## src/verilog/core_regs_pkg.sv

```systemverilog
// Constants, types and helper functions shared by the CPU core register set
package core_regs_pkg;

  // APB register offsets (byte addresses, one aligned word each)
  localparam logic [11:0] OFF_PC = 12'h000;
  localparam logic [11:0] OFF_ACC = 12'h004;
  localparam logic [11:0] OFF_TMP = 12'h008;
  localparam logic [11:0] OFF_IX = 12'h00c;
  localparam logic [11:0] OFF_EP = 12'h010;
  localparam logic [11:0] OFF_SP = 12'h014;
  localparam logic [11:0] OFF_PSW = 12'h018;
  localparam logic [11:0] OFF_OP = 12'h01c;
  localparam logic [11:0] OFF_BANKSEL = 12'h020;
  localparam logic [11:0] OFF_PROBE = 12'h024;
  localparam logic [11:0] OFF_STATUS = 12'h028;

  // Reset values
  localparam logic [15:0] PC_RESET = 16'hfffd;
  localparam logic [15:0] WORD_ZERO = 16'h0000;
  localparam logic [7:0] BANK_RESET = 8'h00;
  // Interrupts off, level mask 11 so requests at levels 0 to 2 outrank it once I is set
  localparam logic [7:0] CCR_RESET = 8'h30;
  localparam logic [31:0] DATA_ZERO = 32'h0000_0000;

  // Condition code byte bit positions
  localparam int CCR_H = 7;
  localparam int CCR_I = 6;
  localparam int CCR_IL1 = 5;
  localparam int CCR_IL0 = 4;
  localparam int CCR_N = 3;
  localparam int CCR_Z = 2;
  localparam int CCR_V = 1;
  localparam int CCR_C = 0;

  // Memory map of the 64-Kbyte space and bank placement
  localparam logic [15:0] IO_TOP = 16'h007f;
  localparam logic [15:0] PROG_BASE = 16'h8000;
  localparam logic [15:0] BANK_BASE = 16'h0100;
  localparam logic [7:0] BYTE_ZERO = 8'h00;

  // Arithmetic operations started by a write to the operation register
  typedef enum logic [2:0] {
    OP_NONE = 3'h0,
    OP_ADD8 = 3'h1,
    OP_SUB8 = 3'h2,
    OP_ADD16 = 3'h3,
    OP_SUB16 = 3'h4,
    OP_SHL8 = 3'h5,
    OP_SHR8 = 3'h6
  } alu_op_t;

  typedef enum logic [1:0] {
    REGION_IO = 2'h0,
    REGION_DATA = 2'h1,
    REGION_PROG = 2'h2
  } region_t;

  // Bank register address: base plus bank number times eight plus register number
  function automatic logic [15:0] bank_reg_addr(input logic [7:0] rp, input logic [2:0] rn);
    return BANK_BASE + {BYTE_ZERO, rp[4:0], rn};
  endfunction : bank_reg_addr

  // Which area of the address space an address falls in
  function automatic region_t region_of(input logic [15:0] addr);
    if (addr <= IO_TOP) return REGION_IO;
    if (addr >= PROG_BASE) return REGION_PROG;
    return REGION_DATA;
  endfunction : region_of

endpackage : core_regs_pkg

```

## src/verilog/core_link.sv

```systemverilog
// Links the register set to its arithmetic flag unit and address mapper
`timescale 1ns/1ns
interface core_link;
  core_regs_pkg::alu_op_t op;
  logic [15:0] a;
  logic [15:0] t;
  logic cin;
  logic [15:0] result;
  logic n;
  logic z;
  logic v;
  logic c;
  logic h;
  logic [7:0] bank_ptr;
  logic [2:0] reg_num;
  logic [15:0] probe_addr;
  logic [15:0] bank_addr;
  core_regs_pkg::region_t region;

  modport core_side (output op, a, t, cin, bank_ptr, reg_num, probe_addr,
                     input result, n, z, v, c, h, bank_addr, region);
  modport alu_side (input op, a, t, cin, output result, n, z, v, c, h);
  modport map_side (input bank_ptr, reg_num, probe_addr, output bank_addr, region);
endinterface : core_link

```

## src/verilog/cpu_core_register_set.sv

```systemverilog
// Dedicated CPU core register set with APB access, flag logic and interrupt gating
// Overview of operation
// - Program counter resets to fffd
// - Accumulator is 16 bits; bytes use low half
// - Temporary accumulator pairs with accumulator in arithmetic
// - Index, extra pointer, stack pointer all 16 bits
// - Reset clears I and sets level mask 11
// - Status word: bank pointer high, codes low
// - Bank pointer selects active register bank address
// - Half carry from bit 3 into 4
// - Interrupts accepted only while I is set
// - Request must outrank the two-bit level mask
// - Negative flag follows result sign bit
// - Zero flag set on zero result
// - Overflow flag on two's-complement overflow
// - Carry out of bit 7 (bit 15 for word ops); shifts load shifted bit
// - Eight byte registers per bank, 32 banks
// - I/O lowest, data above, program highest
//
// The register addresses and register access over APB are this design's own decisions.
`timescale 1ns/1ns
module cpu_core_register_set (
  // Clock, reset and freeze
  input wire logic pclk,
  input wire logic presetn,
  input wire logic clk_en,
  // APB slave
  input wire logic psel,
  input wire logic penable,
  input wire logic pwrite,
  input wire logic [11:0] paddr,
  input wire logic [31:0] pwdata,
  output logic [31:0] prdata,
  output logic pready,
  output logic pslverr,
  // Interrupt request from the controller
  input wire logic irq_req,
  input wire logic [1:0] irq_req_level,
  output logic irq_take,
  // Address of the selected general-purpose register
  output logic [15:0] bank_addr
);

  typedef struct packed {
    logic [15:0] pc;
    logic [15:0] acc;
    logic [15:0] tmp;
    logic [15:0] ix;
    logic [15:0] ep;
    logic [15:0] sp;
    logic [7:0] rp;
    logic [7:0] condition_code_byte;
    logic [2:0] reg_num;
    logic [15:0] probe;
    logic [31:0] rdata;
    logic rd_valid;
  } core_state_t;

  // Undefined registers still reset to zero so simulation starts clean
  localparam core_state_t RESET_STATE = '{
    pc: core_regs_pkg::PC_RESET,
    acc: core_regs_pkg::WORD_ZERO,
    tmp: core_regs_pkg::WORD_ZERO,
    ix: core_regs_pkg::WORD_ZERO,
    ep: core_regs_pkg::WORD_ZERO,
    sp: core_regs_pkg::WORD_ZERO,
    rp: core_regs_pkg::BANK_RESET,
    condition_code_byte: core_regs_pkg::CCR_RESET,
    reg_num: 3'h0,
    probe: core_regs_pkg::WORD_ZERO,
    rdata: core_regs_pkg::DATA_ZERO,
    rd_valid: 1'b0
  };

  core_state_t st_reg;
  core_state_t st_next;
  core_link lk ();
  logic wr_fire;
  logic mapped;
  logic [31:0] read_word;
  logic [1:0] level_mask;
  core_regs_pkg::alu_op_t op_wr;

  result_flag_unit u_alu (
    .lk(lk.alu_side)
  );

  bank_address_map u_map (
    .lk(lk.map_side)
  );

  // Operands for the arithmetic unit come straight from the registers
  assign op_wr = core_regs_pkg::alu_op_t'(pwdata[2:0]);
  assign lk.op = (wr_fire && paddr == core_regs_pkg::OFF_OP) ? op_wr : core_regs_pkg::OP_NONE;
  assign lk.a = st_reg.acc;
  assign lk.t = st_reg.tmp;
  assign lk.cin = st_reg.condition_code_byte[core_regs_pkg::CCR_C];
  assign lk.bank_ptr = st_reg.rp;
  assign lk.reg_num = st_reg.reg_num;
  assign lk.probe_addr = st_reg.probe;
  assign bank_addr = lk.bank_addr;

  // Lower numeric level means higher priority; 00 lets nothing through
  assign level_mask = {st_reg.condition_code_byte[core_regs_pkg::CCR_IL1], st_reg.condition_code_byte[core_regs_pkg::CCR_IL0]};
  assign irq_take = irq_req && st_reg.condition_code_byte[core_regs_pkg::CCR_I] && (irq_req_level < level_mask);

  // Address decode for the register window
  always_comb begin
    case (paddr)
      core_regs_pkg::OFF_PC, core_regs_pkg::OFF_ACC, core_regs_pkg::OFF_TMP,
      core_regs_pkg::OFF_IX, core_regs_pkg::OFF_EP, core_regs_pkg::OFF_SP,
      core_regs_pkg::OFF_PSW, core_regs_pkg::OFF_OP, core_regs_pkg::OFF_BANKSEL,
      core_regs_pkg::OFF_PROBE, core_regs_pkg::OFF_STATUS: mapped = 1'b1;
      default: mapped = 1'b0;
    endcase
  end

  // Read data selection; reserved bits and unmapped words read zero
  always_comb begin
    read_word = core_regs_pkg::DATA_ZERO;
    case (paddr)
      core_regs_pkg::OFF_PC: read_word = {16'h0000, st_reg.pc};
      core_regs_pkg::OFF_ACC: read_word = {16'h0000, st_reg.acc};
      core_regs_pkg::OFF_TMP: read_word = {16'h0000, st_reg.tmp};
      core_regs_pkg::OFF_IX: read_word = {16'h0000, st_reg.ix};
      core_regs_pkg::OFF_EP: read_word = {16'h0000, st_reg.ep};
      core_regs_pkg::OFF_SP: read_word = {16'h0000, st_reg.sp};
      core_regs_pkg::OFF_PSW: read_word = {16'h0000, st_reg.rp, st_reg.condition_code_byte};
      core_regs_pkg::OFF_BANKSEL: read_word = {lk.bank_addr, 13'h0000, st_reg.reg_num};
      core_regs_pkg::OFF_PROBE: read_word = {14'h0000, lk.region, st_reg.probe};
      core_regs_pkg::OFF_STATUS: read_word = {31'h0000_0000, irq_take};
      default: read_word = core_regs_pkg::DATA_ZERO;
    endcase
  end

  // Reads are sampled into a flop first, so the answer waits one edge after setup
  assign pready = clk_en && (pwrite || st_reg.rd_valid);
  assign pslverr = psel && penable && pready && !mapped;
  assign prdata = st_reg.rdata;
  assign wr_fire = psel && penable && pwrite && pready && mapped;

  // Next-state logic for every register
  always_comb begin
    st_next = st_reg;
    st_next.rd_valid = psel && !pwrite && !(penable && pready);
    if (psel && !pwrite) begin
      st_next.rdata = read_word;
    end
    if (wr_fire) begin
      case (paddr)
        core_regs_pkg::OFF_PC: st_next.pc = pwdata[15:0];
        core_regs_pkg::OFF_ACC: st_next.acc = pwdata[15:0];
        core_regs_pkg::OFF_TMP: st_next.tmp = pwdata[15:0];
        core_regs_pkg::OFF_IX: st_next.ix = pwdata[15:0];
        core_regs_pkg::OFF_EP: st_next.ep = pwdata[15:0];
        core_regs_pkg::OFF_SP: st_next.sp = pwdata[15:0];
        core_regs_pkg::OFF_PSW: begin
          st_next.rp = pwdata[15:8];
          st_next.condition_code_byte = pwdata[7:0];
        end
        core_regs_pkg::OFF_BANKSEL: st_next.reg_num = pwdata[2:0];
        core_regs_pkg::OFF_PROBE: st_next.probe = pwdata[15:0];
        core_regs_pkg::OFF_OP: begin
          if (op_wr != core_regs_pkg::OP_NONE) begin
            st_next.acc = lk.result;
            st_next.condition_code_byte[core_regs_pkg::CCR_N] = lk.n;
            st_next.condition_code_byte[core_regs_pkg::CCR_Z] = lk.z;
            st_next.condition_code_byte[core_regs_pkg::CCR_C] = lk.c;
          end
          // Shifts leave half carry and overflow alone
          if (op_wr inside {core_regs_pkg::OP_ADD8, core_regs_pkg::OP_SUB8,
                            core_regs_pkg::OP_ADD16, core_regs_pkg::OP_SUB16}) begin
            st_next.condition_code_byte[core_regs_pkg::CCR_H] = lk.h;
            st_next.condition_code_byte[core_regs_pkg::CCR_V] = lk.v;
          end
        end
        default: st_next = st_next;
      endcase
    end
  end

  // State register; a low clock enable freezes everything
  always_ff @(posedge pclk or negedge presetn) begin
    if (!presetn) begin
      st_reg <= RESET_STATE;
    end else if (clk_en) begin
      st_reg <= st_next;
    end
  end

  // Checks on the register set
  logic op_add8;
  logic op_arith8;
  logic op_shl8;
  logic op_sub8;
  logic op_sub16;
  assign op_add8 = wr_fire && paddr == core_regs_pkg::OFF_OP && op_wr == core_regs_pkg::OP_ADD8;
  assign op_sub8 = wr_fire && paddr == core_regs_pkg::OFF_OP && op_wr == core_regs_pkg::OP_SUB8;
  assign op_sub16 = wr_fire && paddr == core_regs_pkg::OFF_OP && op_wr == core_regs_pkg::OP_SUB16;
  assign op_arith8 = wr_fire && paddr == core_regs_pkg::OFF_OP &&
                     (op_wr == core_regs_pkg::OP_ADD8 || op_wr == core_regs_pkg::OP_SUB8);
  assign op_shl8 = wr_fire && paddr == core_regs_pkg::OFF_OP && op_wr == core_regs_pkg::OP_SHL8;
endmodule : cpu_core_register_set

```

## src/verilog/result_flag_unit.sv

```systemverilog
// Arithmetic and shift unit that produces a result and its condition flags
`timescale 1ns/1ns
module result_flag_unit (
  // Operands in, result and flags out
  core_link.alu_side lk
);
  logic [8:0] sum8;
  logic [16:0] sum16;
  logic [4:0] nib;

  // Wide sums keep the carry or borrow out in the top bit
  always_comb begin
    sum8 = 9'h000;
    sum16 = 17'h00000;
    nib = 5'h00;
    lk.result = lk.a;
    lk.n = 1'b0;
    lk.z = 1'b0;
    lk.v = 1'b0;
    lk.c = lk.cin;
    lk.h = 1'b0;
    case (lk.op)
      core_regs_pkg::OP_ADD8, core_regs_pkg::OP_SUB8: begin
        if (lk.op == core_regs_pkg::OP_ADD8) begin
          sum8 = {1'b0, lk.a[7:0]} + {1'b0, lk.t[7:0]};
          nib = {1'b0, lk.a[3:0]} + {1'b0, lk.t[3:0]};
          lk.v = (lk.a[7] == lk.t[7]) && (sum8[7] != lk.a[7]);
        end else begin
          sum8 = {1'b0, lk.a[7:0]} - {1'b0, lk.t[7:0]};
          nib = {1'b0, lk.a[3:0]} - {1'b0, lk.t[3:0]};
          lk.v = (lk.a[7] != lk.t[7]) && (sum8[7] != lk.a[7]);
        end
        lk.result = {lk.a[15:8], sum8[7:0]};
        lk.h = nib[4];
        lk.c = sum8[8];
        lk.n = sum8[7];
        lk.z = (sum8[7:0] == 8'h00);
      end
      core_regs_pkg::OP_ADD16, core_regs_pkg::OP_SUB16: begin
        // Half carry follows the operation: a subtract reports the nibble borrow
        if (lk.op == core_regs_pkg::OP_ADD16) begin
          sum16 = {1'b0, lk.a} + {1'b0, lk.t};
          nib = {1'b0, lk.a[3:0]} + {1'b0, lk.t[3:0]};
          lk.v = (lk.a[15] == lk.t[15]) && (sum16[15] != lk.a[15]);
        end else begin
          sum16 = {1'b0, lk.a} - {1'b0, lk.t};
          nib = {1'b0, lk.a[3:0]} - {1'b0, lk.t[3:0]};
          lk.v = (lk.a[15] != lk.t[15]) && (sum16[15] != lk.a[15]);
        end
        lk.result = sum16[15:0];
        lk.h = nib[4];
        lk.c = sum16[16];
        lk.n = sum16[15];
        lk.z = (sum16[15:0] == 16'h0000);
      end
      // Shifts rotate through carry so the bit shifted out lands in C
      core_regs_pkg::OP_SHL8: begin
        lk.result = {lk.a[15:8], lk.a[6:0], lk.cin};
        lk.c = lk.a[7];
        lk.n = lk.a[6];
        lk.z = ({lk.a[6:0], lk.cin} == 8'h00);
      end
      core_regs_pkg::OP_SHR8: begin
        lk.result = {lk.a[15:8], lk.cin, lk.a[7:1]};
        lk.c = lk.a[0];
        lk.n = lk.cin;
        lk.z = ({lk.cin, lk.a[7:1]} == 8'h00);
      end
      default: begin
        lk.result = lk.a;
      end
    endcase
  end
endmodule : result_flag_unit

```

## src/verilog/bank_address_map.sv

```systemverilog
// Converts the bank pointer to a register address and classifies addresses
`timescale 1ns/1ns
module bank_address_map (
  // Pointer and probe in, addresses out
  core_link.map_side lk
);
  // Only the low five pointer bits matter: there are at most 32 banks
  always_comb begin
    lk.bank_addr = core_regs_pkg::bank_reg_addr(lk.bank_ptr, lk.reg_num);
    lk.region = core_regs_pkg::region_of(lk.probe_addr);
  end
endmodule : bank_address_map

```

## config.mk

```make
export PLATFORM = sky130hd
export DESIGN_NAME = cpu_core_register_set
export DESIGN_NICKNAME = d
export VERILOG_FILES = /design/src/verilog/core_regs_pkg.sv /design/src/verilog/core_link.sv /design/src/verilog/cpu_core_register_set.sv /design/src/verilog/result_flag_unit.sv /design/src/verilog/bank_address_map.sv
export SDC_FILE = /design/constraint.sdc
export NUM_CORES = 1
export LEC_CHECK = 0
export ABC_AREA = 0
export BUFFER_PORTS_ARGS = -buffer_cell sky130_fd_sc_hd__buf_2
export CELL_PAD_IN_SITES_DETAIL_PLACEMENT = 1
export CELL_PAD_IN_SITES_GLOBAL_PLACEMENT = 2
export CORE_AREA = 2 2 152 228
export DETAILED_ROUTE_END_ITERATION = 10
export DIE_AREA = 0 0 154 230
export GPL_TIMING_DRIVEN = 0
export PLACE_DENSITY = 0.74
export SLEW_MARGIN = 20
export SYNTH_ARGS = -nofsm -noshare
export SYNTH_HDL_FRONTEND = slang
export SYNTH_SLANG_ARGS = --single-unit
```

## constraint.sdc

```tcl
create_clock -name pclk -period 3.15 [get_ports pclk]
set_clock_uncertainty 0.15 [all_clocks]
set_input_delay 0.63 -clock pclk [delete_from_list [all_inputs] [get_ports pclk]]
set_output_delay 0.63 -clock pclk [all_outputs]
set_load 0.1 [all_outputs]
```

# Yosys cells after proc, flatten, opt, wreduce, memory -nomap -nowiden
# Index checks and enable logic that the tools add are counted.
[totals]
reg_bits = 164
inputBits = 53
output_inout_bits = 51
word_cells = 140
[classes]
addsub = 7
magnitude_cmp = 3
eq_ne = 35
n_mux = 33
reduce_logical = 46
[ops]
columns = ["cell", "count"]
rows = [
  ["$pmux W32 S10", 1],
  ["$pmux W16 S4", 1],
  ["$eq A12 B5 Y1 const B", 4],
  ["$eq A12 B6 Y1 const B", 3],
  ["$mux W17", 2],
  ["$mux W32", 1],
  ["$pmux W16 S2", 1],
  ["$eq A12 B4 Y1 const B", 2],
  ["$logic_not A8 Y1", 3],
  ["$reduce_and A3 Y1", 8],
  ["$mux W9", 2],
  ["$add A16 B16 Y17", 1],
  ["$logic_and A1 B1 Y1", 17],
  ["$sub A16 B16 Y17", 1],
  ["$ge A16 B16 Y1 const B", 1],
  ["$le A16 B7 Y1 const B", 1],
  ["$logic_not A16 Y1", 1],
  ["$mux W16", 1],
  ["$eq A12 B3 Y1 const B", 1],
  ["$eq A3 B2 Y1 const B", 4],
  ["$eq A3 B3 Y1 const B", 4],
  ["$logic_not A12 Y1", 1],
  ["$pmux W1 S4", 3],
  ["$reduce_or A11 Y1", 1],
  ["other kinds (27)", 59],
]

# Longest topological paths before layout
[depth]
ltp_word = 13
depth_mapped = 13
mapped_depth_nobuf = 13

# By module
# Synthesis repeated with hierarchy kept, for this count alone.
[unflattened]
cells_unflattened = 1121
hier_area_um2 = 10980.5
[modules_own_cells]
columns = ["mod", "n_inst", "cells_each", "area_per_inst_um2", "seq_area_each_um2"]
rows = [
  ["cpu_core_register_set", 1, 688, 8155.3, 4125.2],
  ["result_flag_unit", 1, 411, 2676.3, 0.0],
  ["bank_address_map", 1, 22, 148.9, 0.0],
]

# Worst setup path after synthesis
# OpenSTA, ideal clock, no wires.
[synth_path]
kind = "input to register"
from = "in irq_req_level[1]"
to = "reg st_reg (netlist bit prdata[0])"
setup_time_ns = 0.064
arrival_ns = 4.037
required_time_ns = 2.936
path_slack_ns = -1.102
cell_stages = 9
path_buffers = 0
cell_sequence = "ha_1 > a211oi_1 > mux2i_1 > nor2_1 > a21oi_1 > nor4_1 > a221oi_1 > a31oi_1 > a21o_1"
[synth_via]
elab_chain_len = 4
[synth_lines]
columns = ["item", "line", "text"]
rows = [
  ["from (decl)", "cpu_core_register_set.sv:38", "input wire logic [1:0] irq_req_level,"],
  ["$lt A2 B2 Y1", "cpu_core_register_set.sv:105", "assign irq_take = irq_req && st_reg.condition_code_byte[core_regs_pkg::CCR_I] && (irq_req_level < level_mask);"],
  ["$logic_and A1 B1 Y1", "cpu_core_register_set.sv:105", ""],
  ["via irq_take", "cpu_core_register_set.sv:39", "output logic irq_take,"],
  ["$pmux W32 S10", "cpu_core_register_set.sv:121", "case (paddr)"],
  ["$mux W32", "cpu_core_register_set.sv:146", "if (psel && !pwrite) begin"],
  ["to (signal assigned)", "cpu_core_register_set.sv:187", "st_reg <= st_next;"],
  ["to (decl)", "cpu_core_register_set.sv:75", "core_state_t st_reg;"],
]
# The timed path passes the listed nets, and every way through them passes these cells.
# A chain may end at the register's enable or synchronous reset.

# Final worst setup path
[layout_path]
from = "reg st_reg (netlist bit lk.t[1])"
to = "reg st_reg[54] (netlist name)"
[layout_via]
elab_chain_len = 7
word_cells_on_any_way = 13
classes_between = "add/sub (4); mux (7); reduce/logical (2)"
[layout_lines]
columns = ["item", "line", "text"]
rows = [
  ["$sub A16 B16 Y17, or another cell as far along", "result_flag_unit.sv:46", "sum16 = {1'b0, lk.a} - {1'b0, lk.t};"],
  ["$mux W17 / $mux W9 (equally long branches)", "result_flag_unit.sv:41, result_flag_unit.sv:24", ""],
  ["$mux W17 / $mux W9 (equally long branches)", "result_flag_unit.sv:22", "case (lk.op)"],
  ["$logic_not A16 Y1 / $logic_not A8 Y1 (equally long branches)", "result_flag_unit.sv:54, result_flag_unit.sv:37", ""],
  ["$pmux W1 S4 (*)", "result_flag_unit.sv:22", ""],
  ["$mux W2 (*)", "cpu_core_register_set.sv:164", "if (op_wr != core_regs_pkg::OP_NONE) begin"],
  ["$pmux W4 S2 (*)", "cpu_core_register_set.sv:150", "case (paddr)"],
]
# Mark *: on every way between the ends. The rest lies on a longest branch, timed or not. The select of a mux whose other input is x is not followed.

==> results.py <==
metrics = {
    "placed_design": {
        "dp_hpwl_mm": 27.1,
        "numPortBuffers": 70,
        "dpl.cell_count": 1488,
        "gp_congestion": 0.894,
        "place_ws_ns": -1.18,
    },
    "setup_path": {
        "crit_chain": "ha_4 -> or2_4 -> o211a_4 -> buf_6 -> or3_4 -> o2111ai_4 -> nand4_1 -> nor4_1 -> o2111ai_1 -> o41a_1 -> nor2_1",
        "critical_path_buf_inv_count": 1,
        "critPathKind": "reg2reg",
        "end_kind": "flop",
        "startpoint_type": "flop",
        "crit_arrival_ns": 3.47,
        "critical-path-max-stage-delay_ns": 0.48,
        "crit_required_ns": 3.35,
        "critPathTopFamily": "simple AND/OR/NAND/NOR gates",
        "crit_fanout": 5,
        "critical_path.slowest_cell": "dfrtp_2",
    },
    "floorplanning": {
        "die-area_um2": 35400,
        "ios": 104,
        "die_w_um": 154,
        "num_rows": 82,
        "fp.dieH_um": 230,
        "start_util": 0.298,
        "core-area_um2": 33300,
    },
    "synth": {
        "ys_ff_latch": 157,
        "synth-simple-area-share": 0.126,
        "syn_area_um2": 9930,
        "synth_flop_cell": "dfrtp_1",
        "synth_top_family_by_area": "compound AO/OA/AOI/OAI gates",
        "synth_edf_count": 0,
        "synth_compound_area_frac": 0.209,
        "synth_cells": 984,
        "muxShareOfSynthArea": 0.128,
        "synth_xor_area_frac": 0.0176,
        "synth_cell_types": 83,
        "yosys.area_share.adder": 0.0456,
        "async_flop_share": 1.00,
        "synth.yosys.seq_area_share": 0.398,
        "syn_avg_cell_area_um2": 10.1,
        "yosysWarnings": 0,
    },
    "detailed_routing": {
        "vias_per_cell": 5.47,
        "drtIter0Drc": 427,
        "vias": 8610,
        "wl_mm": 36.3,
        "drc": 0,
        "ant_nets": 0,
        "wl_per_cell_um": 23.1,
        "drt_pre_antenna_iters": 5,
    },
    "worst_hold_path": {
        "hold_class": "in2reg",
    },
    "job": {
        "max_cap_violations": 0,
    },
    "grt": {
        "grt_pass1_wl_mm": 55.7,
        "grt_max_degree": 98,
        "grt.total_usage": 0.206,
        "grt-ovfl-total": 0,
        "antenna_found_initial": 0,
        "grt_pass1_vias": 9109,
    },
    "timing": {
        "setup_tns_ns": -0.113,
        "fin_crit_sh": 1.04,
        "timing.fmax_mhz": 306,
        "rsz0062_at_grt": "true",
        "final-setup-viol-count": 1,
        "max_slew_margin": 0.476,
        "setup_ws_ns": -0.113,
        "tightest_slew_ns": 0.785,
        "drv_slew": 0,
        "hold_viol": 0,
        "fin_crit_ns": 3.26,
    },
    "status": {
        "violations": "setup timing",
        "outcome": "finished, violations left",
    },
    "clock_network": {
        "cts_buffers": 17,
        "clockRootBuffer": "clkbuf_16",
        "clock_latency_ns": 0.43,
        "cts_num_sinks": 157,
        "htreeDepth": 4,
        "clk_pin_slew_worst_paths_ns": 0.06,
        "cts_buffer_depth": 2,
        "cts_tree": "built",
    },
    "power_and_ir_drop": {
        "power.net_switching_mw": 1.06,
        "powerDensity_nw_per_um2": 362,
        "irDropWorstVdd_mv": 0.305,
        "netSwitchingFraction": 0.229,
        "power_frac_comb": 0.063,
        "p_seq_frac": 0.436,
        "p_clk_frac": 0.501,
        "p_int_mw": 3.57,
        "leakage_nw": 5.91,
        "totalPowerFinal_mw": 4.64,
    },
    "finish": {
        "final_util": 0.383,
        "largest_reg_flops": 70,
        "layout.cells.non_filler": 1574,
        "nNetsFinal": 1229,
        "syn_to_final_growth_pct": 28.7,
        "drive_gt1_frac": 0.399,
        "diodes": 0,
    },
}
==> worst register-to-register path, stage by stage (launching register included) <==
cell	delay (ns)
dfrtp_2	0.48
ha_4	0.19
or2_4	0.24
o211a_4	0.25
buf_6	0.13
or3_4	0.33
o2111ai_4	0.22
nand4_1	0.21
nor4_1	0.31
o2111ai_1	0.14
o41a_1	0.41
nor2_1	0.13
==> path summary, 6_finish.rpt <==
check / from / slack, ns / cells after the start / end
max in group asynchronous: presetn / 1.35 / 3 / lk.a[2]
min in group asynchronous: presetn / 0.59 / 2 / lk.bank_ptr[2]
min: clk_en / 0.32 / 2 / st_reg[0]
max: lk.t[1] / -0.11 / 11 / st_reg[54]
max reg2reg: lk.t[1] / -0.11 / 11 / st_reg[54]
min reg2reg: prdata[14] / 0.33 / 1 / prdata[14]
==> timing repair <==
action / CTS / global route
hold endpoints to repair: 38 / 0
gates resized for setup: 93 / 76
pin swaps: 26 / 44
endpoints found under the setup margin: 100 / 74
hold buffers: 1 / 0
setup buffers: 29 / 31
==> per-stage QoR <==
step           area (um2)  hold slack, ns
2_1_floorplan       10100           0.184
3_3_place_gp        10900           0.311
3_5_place_dp        11000           0.318
4_1_cts             12200           0.310
5_1_grt             12800           0.351
6_report            12800           0.323
==> cell type report <==
type	count	area [um2]
clock buffers	22	484
fillers	3718	20600
inverters	36	138
flip-flops and latches	157	3960
multi-input cells	704	5940
plain buffers	93	641
clock inverters	10	183
well taps	420	526
repair buffers	132	918
==> layer usage <==
metal  vias to the layer above  track usage  share of wire
li1                       3915            -              -
met2                       203        0.386           0.55
met3                        73       0.0224          0.024
met1                      4419        0.224           0.38
met4                         0        0.116          0.048
met5                         -            0              0
==> power groups by stage <==
stage	Combinational (mW)	Clock, mW	Sequential, mW
after floorplan	0.155	0	2.06
after global placement	0.271	0	2.06
after detailed placement	0.279	0	2.06
after CTS	0.284	2.36	2.02
after global routing	0.312	2.44	2.02
final	0.292	2.32	2.02
==> logic make-up after synthesis <==
group | after synthesis
flip-flops | 157
AO/OA/AOI/OAI | 292
multiplexers | 115
AND/OR/NAND/NOR | 227
other | 2
adder cells (fa/ha/maj) | 35
buffers and inverters | 136
XOR/XNOR | 20
==> cell usage after synthesis, drive strengths merged, types with 7 or more instances <==
cell      n  area, um2
a211oi   10       80.1
a21o     22        165
a21oi    45        229
a221oi   18        158
a222oi    7       70.1
a22o     14        123
a22oi    40        300
a31oi    20        125
buf      68        485
clkbuf   32        120
dfrtp   140       3500
dfstp    17        447
ha       33        413
inv      36        135
mux2     96       1080
mux2i    19        190
nand2    66        253
nand2b    7       43.8
nand3    12       65.1
nor2     61        249
nor2b     7       43.8
nor3     23        204
nor4     13        103
o211ai    8       60.1
o21a      9       67.6
o21ai    52        260
or2       8       50.1
xnor2    11       96.3
xor2      9       78.8
==> cell usage in the layout (no fill, tap or decap), drive strengths merged, types with 7 or more instances in the layout <==
| cell type | Yosys | final |
|---|---|---|
| dfrtp | 140 | 140 |
| a211oi | 10 | 10 |
| buf | 68 | 202 |
| o211ai | 8 | 8 |
| nor2 | 61 | 61 |
| dfstp | 17 | 17 |
| nor2b | 7 | 7 |
| xor2 | 9 | 9 |
| a22o | 14 | 14 |
| nand2 | 66 | 66 |
| a31oi | 20 | 20 |
| nor3 | 23 | 23 |
| clkbuf | 32 | 44 |
| o21a | 9 | 9 |
| o21ai | 52 | 52 |
| a21o | 22 | 22 |
| or2 | 8 | 8 |
| mux2 | 96 | 96 |
| xnor2 | 11 | 11 |
| a21oi | 45 | 45 |
| inv | 36 | 37 |
| a222oi | 7 | 7 |
| a221oi | 18 | 18 |
| nor4 | 13 | 13 |
| mux2i | 19 | 19 |
| a22oi | 40 | 40 |
| conb | 2 | 15 |
| nand3 | 12 | 12 |
| nand2b | 7 | 7 |
| ha | 33 | 33 |
No activity file was read; power rests on OpenSTA's default activity.
